File: config.mk
export PLATFORM = sky130hd
export DESIGN_NAME = pwrseq_device_flat
export DESIGN_NICKNAME = d
export VERILOG_FILES = /design/src/pwrseq_pkg.sv /design/src/pwrseq_if.sv /design/src/pwrseq_device.sv /design/src/flat_wrapper.sv
export SDC_FILE = /design/constraint.sdc
export NUM_CORES = 1
export LEC_CHECK = 0
export BUFFER_PORTS_ARGS = -buffer_cell sky130_fd_sc_hd__buf_2
export CAP_MARGIN = 20
export CORE_ASPECT_RATIO = 1.75
export CORE_MARGIN = 2
export CORE_UTILIZATION = 45
export DETAILED_ROUTE_END_ITERATION = 6
export PLACE_DENSITY_LB_ADDON = 0.25
export SYNTH_ARGS = -nofsm -noshare
export SYNTH_HDL_FRONTEND = slang
export SYNTH_SLANG_ARGS = --single-unit
File: constraint.sdc
create_clock -name clk -period 2.7 [get_ports clk]
set_input_delay 0.27 -clock clk [delete_from_list [all_inputs] [get_ports clk]]
set_output_delay 0.27 -clock clk [all_outputs]
set_load 0.005 [all_outputs]
File: src/pwrseq_pkg.sv
// Purpose: shared constants and types for the power on/off sequencer ends
// Assumes: 40 MHz clock; times in ms converted to cycles here
// Notes: long counts are overridden by module parameters in simulation
package pwrseq_pkg;
  localparam int unsigned CLK_HZ = 40000000;
  localparam int unsigned CYC_PER_MS = CLK_HZ / 1000;
  // host minimum power-on request hold, ms
  localparam int unsigned PWR_ON_ASSERT_MS = 200;
  localparam int unsigned PWR_ON_ASSERT_CYC = PWR_ON_ASSERT_MS * CYC_PER_MS;
  // host quiet period after power-on start, ms (strictly more than)
  localparam int unsigned HOST_QUIET_MS = 100;
  localparam int unsigned HOST_QUIET_CYC = HOST_QUIET_MS * CYC_PER_MS + 1;
  // power-on sequence typical and maximum, ms
  localparam int unsigned PWR_ON_TYP_MS = 15000;
  localparam int unsigned PWR_ON_TYP_CYC = PWR_ON_TYP_MS * CYC_PER_MS;
  localparam int unsigned PWR_ON_MAX_MS = 24000;
  localparam int unsigned PWR_ON_MAX_CYC = PWR_ON_MAX_MS * CYC_PER_MS;
  // emergency power-off reset hold, ms
  localparam int unsigned EMERG_OFF_MS = 8000;
  localparam int unsigned EMERG_OFF_CYC = EMERG_OFF_MS * CYC_PER_MS;
  // power-off sequence maximum, ms
  localparam int unsigned PWR_OFF_MAX_MS = 6000;
  localparam int unsigned PWR_OFF_MAX_CYC = PWR_OFF_MAX_MS * CYC_PER_MS;
  // reset pulse internal recovery, cycles
  localparam int unsigned RESET_RECOVER_CYC = 4;
  // pin synchroniser value after reset: {supply, powerdown, reset_n, power_on_n}
  localparam logic [3:0] PIN_IDLE = 4'h3;
  localparam int unsigned CNT_W = 32;

  typedef enum logic [2:0] {
    DEV_OFF, DEV_BOOT, DEV_ACTIVE, DEV_RESET, DEV_SHUTDOWN
  } dev_state_t;

  typedef enum logic [2:0] {
    HOST_IDLE, HOST_PRESS, HOST_WAIT, HOST_READY, HOST_PD_WAIT, HOST_EMERG
  } host_state_t;
endpackage

File: src/pwrseq_if.sv
// Purpose: pins between host and module for power and reset control
// Assumes: single clock shared by both ends
// Notes: active-low pins idle high; supply presence is a level
`timescale 1ns/1ps
`default_nettype none
interface pwrseq_if;
  logic power_on_req_n;
  logic reset_req_n;
  logic powerdown_command;
  logic baseband_battery_supply;
  logic io_supply_indicator;
  logic usb_enum_start;
  modport device (
    input power_on_req_n, reset_req_n, powerdown_command, baseband_battery_supply,
    output io_supply_indicator, usb_enum_start
  );
  modport host (
    output power_on_req_n, reset_req_n, powerdown_command, baseband_battery_supply,
    input io_supply_indicator, usb_enum_start
  );
endinterface
`default_nettype wire

File: src/pwrseq_device.sv
// Purpose: module-side power on/off, reset and emergency-off sequencer
// Assumes: host holds pins as its own timing asks; pins are synchronised here
// Notes: counts are parameters so simulation can shorten them
// Notes: a long reset powers off only with the request released; held, it resets
`timescale 1ns/1ps
`default_nettype none
module pwrseq_device #(
  parameter int unsigned BOOT_CYC = pwrseq_pkg::PWR_ON_TYP_CYC,
  parameter int unsigned BOOT_MAX_CYC = pwrseq_pkg::PWR_ON_MAX_CYC,
  parameter int unsigned EMERG_CYC = pwrseq_pkg::EMERG_OFF_CYC,
  parameter int unsigned OFF_SEQ_CYC = pwrseq_pkg::PWR_OFF_MAX_CYC
) (
  // clock and reset
  input wire logic clk,
  input wire logic rst_n,
  // pins toward the host
  pwrseq_if.device pins,
  // user side status
  output logic active,
  output logic booting
);
  // two-flop synchronisers for pins
  logic [3:0] sync1_reg, sync2_reg;
  logic [3:0] sync1_next, sync2_next;
  logic pon_n_s, rst_req_n_s, pd_cmd_s, supply_s;

  always_comb begin
    sync1_next = {pins.baseband_battery_supply, pins.powerdown_command,
                  pins.reset_req_n, pins.power_on_req_n};
    sync2_next = sync1_reg;
  end

  // sync stages start at the idle pin levels, supply absent
  always_ff @(posedge clk or negedge rst_n) begin
    if (!rst_n) begin
      sync1_reg <= pwrseq_pkg::PIN_IDLE;
      sync2_reg <= pwrseq_pkg::PIN_IDLE;
    end else begin
      sync1_reg <= sync1_next;
      sync2_reg <= sync2_next;
    end
  end

  assign pon_n_s = sync2_reg[0];
  assign rst_req_n_s = sync2_reg[1];
  assign pd_cmd_s = sync2_reg[2];
  assign supply_s = sync2_reg[3];

  // sequencer state, counters and outputs
  pwrseq_pkg::dev_state_t state_reg, state_next;
  logic [pwrseq_pkg::CNT_W-1:0] cnt_reg, cnt_next;
  logic [pwrseq_pkg::CNT_W-1:0] rst_cnt_reg, rst_cnt_next;
  logic restart_reg, restart_next;
  logic ind_reg, ind_next;
  logic enum_reg, enum_next;
  logic pd_prev_reg, pd_prev_next;
  logic pd_pulse;

  // reset request low time, saturating at the emergency count
  always_comb begin
    rst_cnt_next = '0;
    if (!rst_req_n_s) begin
      if (rst_cnt_reg != pwrseq_pkg::CNT_W'(EMERG_CYC)) begin
        rst_cnt_next = rst_cnt_reg + 1'b1;
      end else begin
        rst_cnt_next = rst_cnt_reg;
      end
    end
  end

  always_ff @(posedge clk or negedge rst_n) begin
    if (!rst_n) begin
      rst_cnt_reg <= '0;
    end else begin
      rst_cnt_reg <= rst_cnt_next;
    end
  end

  // last command level for edge detection; idle level is low
  always_comb begin
    pd_prev_next = pd_cmd_s;
  end

  always_ff @(posedge clk or negedge rst_n) begin
    if (!rst_n) begin
      pd_prev_reg <= 1'b0;
    end else begin
      pd_prev_reg <= pd_prev_next;
    end
  end

  // one-cycle strobe on the command's rising edge
  assign pd_pulse = pd_cmd_s & ~pd_prev_reg;

  // sequencer next state, counter and outputs
  always_comb begin
    state_next = state_reg;
    cnt_next = cnt_reg;
    restart_next = restart_reg;
    ind_next = ind_reg;
    enum_next = 1'b0;
    unique case (state_reg)
      pwrseq_pkg::DEV_OFF: begin
        ind_next = 1'b0;
        cnt_next = '0;
        if (supply_s && !pon_n_s && rst_req_n_s) begin
          state_next = pwrseq_pkg::DEV_BOOT;
        end
      end
      pwrseq_pkg::DEV_BOOT: begin
        cnt_next = cnt_reg + 1'b1;
        // the shorter of typical and maximum ends boot
        // boot bounded, enumeration start
        if (cnt_reg >= pwrseq_pkg::CNT_W'(BOOT_CYC - 1) ||
            cnt_reg >= pwrseq_pkg::CNT_W'(BOOT_MAX_CYC - 1)) begin
          state_next = pwrseq_pkg::DEV_ACTIVE;
          ind_next = 1'b1;
          enum_next = 1'b1;
          cnt_next = '0;
        end
      end
      pwrseq_pkg::DEV_ACTIVE: begin
        ind_next = 1'b1;
        // request level at command time picks restart
        // powerdown restart or off
        if (pd_pulse) begin
          restart_next = ~pon_n_s;
          state_next = pwrseq_pkg::DEV_SHUTDOWN;
          cnt_next = '0;
        end
      end
      pwrseq_pkg::DEV_SHUTDOWN: begin
        cnt_next = cnt_reg + 1'b1;
        if (cnt_reg >= pwrseq_pkg::CNT_W'(OFF_SEQ_CYC - 1)) begin
          ind_next = 1'b0;
          cnt_next = '0;
          state_next = restart_reg ? pwrseq_pkg::DEV_BOOT : pwrseq_pkg::DEV_OFF;
        end
      end
      pwrseq_pkg::DEV_RESET: begin
        ind_next = 1'b0;
        cnt_next = '0;
        if (rst_req_n_s) begin
          state_next = pwrseq_pkg::DEV_BOOT;
        end
      end
      default: begin
        state_next = pwrseq_pkg::DEV_OFF;
      end
    endcase
    // reset request from any powered state
    if (state_reg != pwrseq_pkg::DEV_OFF && !rst_req_n_s) begin
      state_next = pwrseq_pkg::DEV_RESET;
      ind_next = 1'b0;
      enum_next = 1'b0;
    end
    // placed after the reset branch so power-off wins
    // long reset, request released: off
    if (!rst_req_n_s && pon_n_s &&
        rst_cnt_reg == pwrseq_pkg::CNT_W'(EMERG_CYC)) begin
      state_next = pwrseq_pkg::DEV_OFF;
      ind_next = 1'b0;
    end
    // losing supply drops everything
    if (!supply_s) begin
      state_next = pwrseq_pkg::DEV_OFF;
      ind_next = 1'b0;
      enum_next = 1'b0;
    end
  end

  // sequencer registers
  always_ff @(posedge clk or negedge rst_n) begin
    if (!rst_n) begin
      state_reg <= pwrseq_pkg::DEV_OFF;
      cnt_reg <= '0;
      restart_reg <= 1'b0;
      ind_reg <= 1'b0;
      enum_reg <= 1'b0;
    end else begin
      state_reg <= state_next;
      cnt_reg <= cnt_next;
      restart_reg <= restart_next;
      ind_reg <= ind_next;
      enum_reg <= enum_next;
    end
  end

  // pin and user outputs
  assign pins.io_supply_indicator = ind_reg;
  assign pins.usb_enum_start = enum_reg;
  assign active = (state_reg == pwrseq_pkg::DEV_ACTIVE);
  assign booting = (state_reg == pwrseq_pkg::DEV_BOOT);
endmodule
`default_nettype wire

File: src/flat_wrapper.sv
// flat-port wrapper written by rule: the top's interface ports become plain ports
module pwrseq_device_flat 
#(
  parameter int unsigned BOOT_CYC = pwrseq_pkg::PWR_ON_TYP_CYC,
  parameter int unsigned BOOT_MAX_CYC = pwrseq_pkg::PWR_ON_MAX_CYC,
  parameter int unsigned EMERG_CYC = pwrseq_pkg::EMERG_OFF_CYC,
  parameter int unsigned OFF_SEQ_CYC = pwrseq_pkg::PWR_OFF_MAX_CYC
)
  (clk, rst_n, active, booting, pins_power_on_req_n, pins_reset_req_n, pins_powerdown_command, pins_baseband_battery_supply, pins_io_supply_indicator, pins_usb_enum_start);
  pwrseq_if pins_i ();
  input wire logic clk;
  input wire logic rst_n;
  output logic active;
  output logic booting;
  input wire logic [$bits(pins_i.power_on_req_n)-1:0] pins_power_on_req_n;
  input wire logic [$bits(pins_i.reset_req_n)-1:0] pins_reset_req_n;
  input wire logic [$bits(pins_i.powerdown_command)-1:0] pins_powerdown_command;
  input wire logic [$bits(pins_i.baseband_battery_supply)-1:0] pins_baseband_battery_supply;
  output wire logic [$bits(pins_i.io_supply_indicator)-1:0] pins_io_supply_indicator;
  output wire logic [$bits(pins_i.usb_enum_start)-1:0] pins_usb_enum_start;
  assign pins_i.power_on_req_n = pins_power_on_req_n;
  assign pins_i.reset_req_n = pins_reset_req_n;
  assign pins_i.powerdown_command = pins_powerdown_command;
  assign pins_i.baseband_battery_supply = pins_baseband_battery_supply;
  assign pins_io_supply_indicator = pins_i.io_supply_indicator;
  assign pins_usb_enum_start = pins_i.usb_enum_start;
  pwrseq_device #(.BOOT_CYC(BOOT_CYC), .BOOT_MAX_CYC(BOOT_MAX_CYC), .EMERG_CYC(EMERG_CYC), .OFF_SEQ_CYC(OFF_SEQ_CYC)) u_core (.clk(clk), .rst_n(rst_n), .pins(pins_i), .active(active), .booting(booting));
endmodule
==> key figures, run 1 <==
Floorplanning
  • Core Area: 9090 sq um
  • Die Area: 10300 sq um
  • Initial Util: 46.7%
  • Die width: 77.4 um
  • Die Y-Extent: 133 um
  • Ports: 10
  • # rows: 46

Detailed routing
  • Total vias in the final route: 3451
  • 1st-iter DRT viols: 210
  • DR DRC count: 0
  • Drt pass-1 iters: 4
  • Avg WL per Cell: 16.8 um
  • Antenna viol nets, final: 0
  • Via density: 5.84
  • WL final: 9930 um

Placed design
  • Gp weighted congestion: 0.862
  • Placed insts: 573
  • Final HPWL from detailed placement: 6820 um
  • Cell area after placement: 4460 sq um
  • Pre-CTS setup slack: 0.359 ns
  • I/O Buffers: 9

Timing
  • F_max: 422 MHz
  • RSZ-0062 raised after global routing: false
  • Final setup fails: 0
  • Final WS setup: 0.333 ns
  • Final Hold Fails: 0
  • Setup TNS: 0 ns
  • Final Max Slew Viols: 0
  • Hold_ws: 0.0285 ns
  • Max_slew headroom: 46.6%
  • Slew @ Worst Pin: 0.790 ns
  • Time the worst path needs with I/O delays and setup: 2.37 ns
  • Final worst-path cycle share: 87.7%
  • Fin Clk Skew: 0.00664 ns

CTS
  • CTS tree: yes
  • Clk root buf: clkbuf_16
  • Post_cts resized: 0
  • Clk_lat worst skew: 0.34 ns
  • Clk slew on worst S/H paths: 0.06 ns
  • Setup bufs post-CTS: 0
  • CTS Sinks: 79
  • Num CTS Buffers: 9
  • H-tree depth: 3
  • Clock tree buffer depth: 2

Logic synthesis
  • Post-synthesis register bit count: 79
  • Gate Count Post-Synth: 451
  • Number of synthesized flops with an enable pin: 0
  • Syn_nets: 460
  • Synth area leaders: dfrtp_1, xnor2_1, nor3_1
  • Post-synthesis sequential area ratio: 46.7%
  • Ys flop type: dfrtp_1
  • Syn Area/Cell: 9.42 sq um
  • Post-synth top area share: 44.2%
  • Asr flop ratio synth: 100%
  • Top post-synthesis cells by count: dfrtp_1, nor3_1, nor2_1, xnor2_1, nand2_1
  • Yosys top cell by area: dfrtp_1
  • Synthesis Warnings: 0
  • Top-count cell post-synth: dfrtp_1
  • Synthesized area: 4250 sq um
  • Synth cell types: 54

Final layout
  • Fin nets: 475
  • Final instance area: 4860 sq um
  • Cell Count, Final, Fillers Out: 591
  • FILL cells: 872
  • Diode count: 0
  • Post-layout util: 53.5%
  • Area occupied by multi-input gates: 2130 sq um
  • Proportion of layout cells with a drive suffix above 1: 10.8%
  • P&R area growth vs syn: 14.5%
  • Register Area: 1980 sq um

Flow run
  • Number of max-cap violations: 0

Power
  • Final Power: 3.27 mW
  • Int Power: 2.42 mW
  • Sequential Power Share: 40.3%
  • Psw: 0.853 mW
  • Sw frac: 26.1%
  • LEAKAGE: 1.85 nW
  • Comb power frac: 15.0%
  • Peak supply drop: 0.374 mV
  • Pwr dens: 673 nW/um^2
  • Clock Power Share: 44.8%

Global route
  • Overflow after GRT: 0
  • Met1 usage: 21.5%
  • Largest net degree at the start of global routing: 80
  • GR Layer Usage met3: 1.91%
  • Initial antenna violation count: 0
  • Global Route met2 Usage: 38.0%
  • Global-route wire length before repair: 16700 um
  • Number of global-route vias before repair: 3536
  • Gr usage total: 20.4%
  • Most Used Layer, Global Route: met2

Setup path
  • Worst flop-to-flop path endpoint: u_core.cnt_reg[26]
  • R2r setup slk: 0.33 ns
  • Worst Path Arrival: 2.62 ns
  • Crit end category: register
  • Crit path max fanout: 14
  • Reg-to-reg startpoint: u_core.state_reg[2]
  • FF-to-FF path depth: 5
  • CP required: 2.95 ns
  • Startpoint types: register
  • Worst setup path class: reg -> reg

Status
  • Status: finished clean

Worst hold path
  • Hold path start: pins_power_on_req_n
  • Hold EP: u_core.sync1_reg[0]
  • Hold crit path type: in -> reg
  • Hold path cells: 1
cells in the final DEF (no fill, tap or decap), types with 2 or more instances in the layout:
| cell | instances |
|---|---|
| dfrtp_1 | 75 |
| nor3_1 | 47 |
| nor2_1 | 42 |
| xnor2_1 | 33 |
| nand2_1 | 29 |
| nand4_1 | 21 |
| nand3_1 | 21 |
| inv_1 | 17 |
| xor2_1 | 17 |
| nor4_1 | 16 |
| a21oi_1 | 14 |
| o21ai_0 | 12 |
| buf_4 | 10 |
| clkbuf_16 | 9 |
| buf_2 | 8 |
| nor3b_1 | 7 |
| and3_1 | 7 |
| and4_1 | 7 |
| or3_1 | 6 |
| or4_1 | 5 |
| nand3b_1 | 4 |
| a31oi_1 | 4 |
| bufinv_16 | 4 |
| dfstp_2 | 4 |
| o2111ai_1 | 3 |
| nor4_2 | 3 |
| nand2b_1 | 3 |
| ha_1 | 3 |
| a211oi_2 | 2 |
| nor4bb_1 | 2 |
| nor4b_1 | 2 |
| o41ai_1 | 2 |
| a211o_1 | 2 |
| nor2b_1 | 2 |
| mux2i_1 | 2 |
what timing repair did:
item,CTS,global route
hold endpoints to repair,0,16
hold buffers,0,1
setup endpoints to repair,0,0
per-layer routing:
| metal | up-vias | part of all wire, % |
|---|---|---|
| met5 | - | 0 |
| li1 | 1670 | - |
| met3 | 23 | 2.2 |
| met4 | 0 | 3.7 |
| met1 | 1698 | 39 |
| met2 | 60 | 55 |
worst max-delay path by stage:
stage                               to  slack [ns]  cells after the start                 from
CTS                 u_core.cnt_reg[26]        0.34                      5  u_core.state_reg[2]
global route        u_core.cnt_reg[26]        0.23                      5  u_core.state_reg[2]
finish              u_core.cnt_reg[26]        0.33                      5  u_core.state_reg[2]
floorplan           u_core.cnt_reg[26]        0.66                      5  u_core.state_reg[2]
global placement    u_core.cnt_reg[26]        0.42                      5  u_core.state_reg[2]
detailed placement  u_core.cnt_reg[26]        0.36                      5  u_core.state_reg[2]
cell type report:
class | count | area share [%]
clock buffers | 10 | 4.71
clock inverters | 6 | 2.73
inverters | 17 | 1.31
multi-input cells | 338 | 43.8
flip-flops and latches | 79 | 40.8
well taps | 120 | 3.09
repair buffers | 21 | 3.55
logic make-up (layout without fill, tap and decap cells):
group / Yosys count / count (layout) / synth area share [%]
simple gates: 230 / 230 / 29.7
flops: 79 / 79 / 46.7
compound gates: 52 / 52 / 8.28
xor+xnor: 50 / 50 / 10.3
buf+inv: 34 / 54 / 3.30
fa+ha+maj: 3 / 3 / 0.884
mux: 3 / 3 / 0.825
critical path: stages, from the launching register on:
cell	delay [ns]
dfrtp_1	0.52
or3b_4	0.49
a21oi_4	0.27
or3b_1	0.43
or3_1	0.34
a211oi_2	0.23
power groups by stage:
| stage | clock [mW] | combinational [mW] | sequential [mW] |
|---|---|---|---|
| final | 1.46 | 0.489 | 1.32 |
| after global routing | 1.55 | 0.542 | 1.32 |
| after CTS | 1.49 | 0.489 | 1.31 |
| after detailed placement | 0 | 0.486 | 1.33 |
| after global placement | 0 | 0.483 | 1.33 |
| after floorplan | 0 | 0.360 | 1.29 |
Note: power is estimated with default switching activity, not from simulation.
==> run 2, diff against run 1 <==
--- a/config.mk
+++ b/config.mk
@@ -5,12 +5,12 @@
 export SDC_FILE = /design/constraint.sdc
 export NUM_CORES = 1
 export LEC_CHECK = 0
-export BUFFER_PORTS_ARGS = -buffer_cell sky130_fd_sc_hd__buf_2
 export CAP_MARGIN = 20
 export CORE_ASPECT_RATIO = 1.75
 export CORE_MARGIN = 2
 export CORE_UTILIZATION = 45
 export DETAILED_ROUTE_END_ITERATION = 6
+export DONT_BUFFER_PORTS = 1
 export PLACE_DENSITY_LB_ADDON = 0.25
 export SYNTH_ARGS = -nofsm -noshare
 export SYNTH_HDL_FRONTEND = slang
==> key figures, run 2 (synthesis gave the netlist of run 1 again) <==
Global route
  • Global-route wire length before repair: 17200 um
  • Initial antenna violation count: 0
  • Gr usage total: 20.9%
  • Largest net degree at the start of global routing: 80
  • Overflow after GRT: 0
  • Number of global-route vias before repair: 3565

Placed design
  • Final HPWL from detailed placement: 6900 um
  • Pre-CTS setup slack: 0.372 ns
  • Gp weighted congestion: 0.893
  • I/O Buffers: 0
  • Placed insts: 563

CTS
  • CTS Sinks: 79
  • H-tree depth: 3
  • Clk root buf: clkbuf_16
  • Clock tree buffer depth: 2
  • Setup bufs post-CTS: 0
  • Clk_lat worst skew: 0.34 ns
  • Num CTS Buffers: 9
  • Clk slew on worst S/H paths: 0.06 ns
  • CTS tree: yes

Worst hold path
  • Hold EP: u_core.sync2_reg[2]
  • Hold path cells: 0
  • Hold crit path type: reg -> reg
  • Hold path start: u_core.sync1_reg[2]

Timing
  • RSZ-0062 raised after global routing: false
  • Setup TNS: 0 ns
  • Time the worst path needs with I/O delays and setup: 2.36 ns
  • Max_slew headroom: 50.2%
  • Final Hold Fails: 0
  • Hold_ws: 0.344 ns
  • Final WS setup: 0.345 ns
  • F_max: 425 MHz
  • Final worst-path cycle share: 87.2%
  • Fin Clk Skew: 0.00760 ns
  • Final setup fails: 0
  • Final Max Slew Viols: 0
  • Slew @ Worst Pin: 0.736 ns

Final layout
  • Commonest non-fill, non-tap cell in the layout: dfrtp_1
  • Proportion of layout cells with a drive suffix above 1: 8.82%
  • Area occupied by multi-input gates: 2130 sq um
  • Register Area: 1980 sq um
  • FILL cells: 869
  • P&R area growth vs syn: 12.6%
  • Diode count: 0
  • Fin nets: 469
  • Cell Count, Final, Fillers Out: 585
  • Post-layout util: 52.6%
  • Most frequent cells in the layout: dfrtp_1, nor3_1, nor2_1

Setup path
  • Worst flop-to-flop path endpoint: u_core.cnt_reg[26]
  • Crit end category: register
  • FF-to-FF path depth: 5
  • R2r setup slk: 0.34 ns
  • Max stage delay on crit path: 0.52 ns
  • Worst path cell trace: or3b_4 -> a21oi_4 -> or3b_1 -> or3_1 -> a211oi_2
  • Worst Path Arrival: 2.61 ns
  • Crit path max fanout: 14
  • Startpoint types: register
  • CP required: 2.95 ns
  • CP Launch Point: u_core.state_reg[2]
  • Worst setup path class: reg -> reg
  • Reg-to-reg startpoint: u_core.state_reg[2]
  • Slowest cell on crit path: dfrtp_1

Flow run
  • Number of max-cap violations: 0

Detailed routing
  • Via density: 6.00
  • WL final: 10100 um
  • DR DRC count: 0
  • Drt pass-1 iters: 4
  • 1st-iter DRT viols: 184
  • Total vias in the final route: 3508
  • Avg WL per Cell: 17.2 um
  • Antenna viol nets, final: 0

Floorplanning
  • Die Y-Extent: 133 um
  • Initial Util: 46.7%
  • Ports: 10
  • # rows: 46
  • Die width: 77.4 um
  • Die Area: 10300 sq um
  • Core Area: 9090 sq um

Power
  • LEAKAGE: 1.79 nW
  • Pwr dens: 639 nW/um^2
  • Peak supply drop: 0.378 mV

Status
  • Status: finished clean
run 2: how the worst max path moves through the flow:
stage                              end  slack [ns]  depth (start not counted)
global route         u_core.cnt_reg[4]        0.21                          6
detailed placement  u_core.cnt_reg[26]        0.37                          5
CTS                 u_core.cnt_reg[26]        0.35                          5
global placement    u_core.cnt_reg[26]        0.43                          5
finish              u_core.cnt_reg[26]        0.34                          5
floorplan           u_core.cnt_reg[26]        0.66                          5
run 2: cell type report:
type	instances	area share, %
Sequential cell	79	41.4
Multi-Input combinational cell	338	44.6
Timing Repair Buffer	15	3.03
Tap cell	120	3.14
Clock buffer	12	5.36
Inverter	17	1.33
Clock inverter	4	1.12
run 2: critical path, delay by kind of cell (launching register included):
family,cells,cell delay (ns)
flip-flops,1,0.52
AO/OA/AOI/OAI,2,0.50
AND/OR/NAND/NOR,3,1.26
run 2: where the power goes:
group / switching (mW) / total (mW) / internal, mW
logic: 0.306 / 0.479 / 0.173
registers: 0.0788 / 1.32 / 1.24
clock network: 0.489 / 1.26 / 0.769
run 2: what timing repair did:
action                    in CTS  in global routing
hold endpoints to repair      83                  0
hold buffers                   6                  0
resized for setup              0                  0
run 2: routing by layer:
layer  vias to the layer above  global-route usage, %  part of all wire (%)
met5                         -                      0                     0
met4                         0                   11.8                   4.5
met3                        34                   3.68                   3.2
met2                        80                   37.3                    53
met1                      1734                   22.9                    39
li1                       1660                      -                     -
run 2: per-stage QoR:
| step | instance area, sq um | total power [mW] |
|---|---|---|
| global route | 4780 | 3.20 |
| floorplan | 4250 | 1.65 |
| global placement | 4400 | 1.77 |
| CTS | 4780 | 3.08 |
| finish | 4780 | 3.05 |
| detailed placement | 4400 | 1.78 |
==> run 3, diff against run 2 <==
--- a/config.mk
+++ b/config.mk
@@ -6,9 +6,11 @@
 export NUM_CORES = 1
 export LEC_CHECK = 0
 export CAP_MARGIN = 20
+export CELL_PAD_IN_SITES_DETAIL_PLACEMENT = 2
+export CELL_PAD_IN_SITES_GLOBAL_PLACEMENT = 2
 export CORE_ASPECT_RATIO = 1.75
 export CORE_MARGIN = 2
-export CORE_UTILIZATION = 45
+export CORE_UTILIZATION = 41
 export DETAILED_ROUTE_END_ITERATION = 6
 export DONT_BUFFER_PORTS = 1
 export PLACE_DENSITY_LB_ADDON = 0.25
==> key figures, run 3 (synthesis gave the netlist of run 1 again) <==
Final layout
  • Proportion of layout cells with a drive suffix above 1: 9.42%
  • Most frequent cells in the layout: dfrtp_1, nor3_1, nor2_1
  • Post-layout util: 47.3%
  • Fin nets: 471
  • P&R area growth vs syn: 13.4%
  • FILL cells: 1095
  • Register Area: 1980 sq um
  • Diode count: 0
  • Commonest non-fill, non-tap cell in the layout: dfrtp_1
  • Area occupied by multi-input gates: 2130 sq um

Timing
  • Time the worst path needs with I/O delays and setup: 2.38 ns
  • Hold_ws: 0.353 ns
  • Final Max Slew Viols: 0
  • Setup TNS: 0 ns
  • Slew @ Worst Pin: 0.749 ns
  • Fin Clk Skew: 0.00651 ns
  • Final setup fails: 0
  • F_max: 420 MHz
  • Max_slew headroom: 50.0%
  • Final worst-path cycle share: 88.2%
  • RSZ-0062 raised after global routing: false
  • Final Hold Fails: 0

Placed design
  • Gp weighted congestion: 0.785
  • Final HPWL from detailed placement: 8800 um
  • I/O Buffers: 0

Floorplanning
  • Ports: 10
  • Core Area: 10200 sq um
  • Die Area: 11200 sq um
  • Die width: 80.9 um
  • # rows: 49
  • Die Y-Extent: 139 um
  • Initial Util: 41.7%

Global route
  • Largest net degree at the start of global routing: 80
  • Initial antenna violation count: 0
  • Global-route wire length before repair: 21700 um
  • Overflow after GRT: 0
  • Gr usage total: 25.2%
  • Number of global-route vias before repair: 4087

Power
  • LEAKAGE: 1.81 nW
  • Final Power: 3.10 mW
  • Peak supply drop: 0.378 mV
  • Pwr dens: 644 nW/um^2

CTS
  • CTS Hold Bufs: 6
  • H-tree depth: 3
  • Num CTS Buffers: 9
  • CTS Sinks: 79
  • Clk slew on worst S/H paths: 0.07 ns
  • Post_cts resized: 0
  • Setup bufs post-CTS: 0
  • CTS tree: yes
  • Clk root buf: clkbuf_16
  • Clock tree buffer depth: 2
  • Clk_lat worst skew: 0.35 ns

Flow run
  • Number of max-cap violations: 0

Detailed routing
  • Via density: 6.10
  • Drt pass-1 iters: 4
  • WL final: 12900 um
  • Avg WL per Cell: 21.8 um
  • Antenna viol nets, final: 0
  • DR DRC count: 0
  • Total vias in the final route: 3623
  • 1st-iter DRT viols: 100

Worst hold path
  • Hold EP: u_core.sync2_reg[3]
  • Hold path cells: 0
  • Hold crit path type: reg -> reg
  • Hold path start: u_core.sync1_reg[3]

Status
  • Status: finished clean

Setup path
  • Worst Path Arrival: 2.65 ns
  • R2r setup slk: 0.32 ns
  • Startpoint types: register
  • Reg-to-reg startpoint: u_core.state_reg[2]
  • Worst setup path class: reg -> reg
  • Crit path max fanout: 14
  • FF-to-FF path depth: 5
  • CP required: 2.96 ns
  • Worst flop-to-flop path endpoint: u_core.cnt_reg[31]
  • Crit end category: register
==> run 3: critical path, cell delays in order, from the launching register on <==
cell       delay (ns)
dfrtp_1          0.55
nor3b_1          0.47
o2111ai_1        0.46
nor4_1           0.44
a31oi_1          0.16
nor3_1           0.21
==> run 3: how the worst max path moves through the flow <==
stage,cells past startpoint,start,to
floorplan,5,u_core.state_reg[2],u_core.cnt_reg[26]
global placement,6,u_core.state_reg[2],u_core.cnt_reg[11]
detailed placement,5,u_core.state_reg[2],u_core.cnt_reg[31]
CTS,5,u_core.state_reg[2],u_core.cnt_reg[31]
global route,6,u_core.state_reg[2],u_core.cnt_reg[11]
finish,5,u_core.state_reg[2],u_core.cnt_reg[31]
==> run 3: where the power goes <==
part / switching (mW) / total [mW] / internal [mW] / leakage, nW
logic: 0.341 / 0.544 / 0.203 / 0.589
clock network: 0.584 / 1.24 / 0.657 / 0.147
registers: 0.0810 / 1.32 / 1.24 / 1.07
total: 1.01 / 3.10 / 2.10 / 1.81
==> run 3: metrics by stage <==
stage	setup slack (ns)	cell area, sq um	cells
floorplan	0.661	4250	451
global placement	0.372	4440	572
detailed placement	0.387	4440	572
CTS	0.341	4820	594
global route	0.0879	4820	594
finish	0.319	4820	594
==> run 3: per-layer routing <==
layer / up-vias / routed length [um] / GRT usage (%)
li1: 1655 / - / -
met1: 1903 / 4770 / 26.5
met2: 39 / 7550 / 46.9
met3: 26 / 211 / 4.75
met4: 0 / 411 / 10.5
met5: - / 0 / 0
==> run 3: area by class of cell <==
| type | count | area share (%) |
|---|---|---|
| multi-input combinational | 338 | 44.3 |
| sequential | 79 | 41.2 |
| clock buffer | 9 | 4.68 |
| timing repair buffer | 17 | 3.85 |
| tap | 127 | 3.30 |
| clock inverter | 7 | 1.43 |
| inverter | 17 | 1.33 |
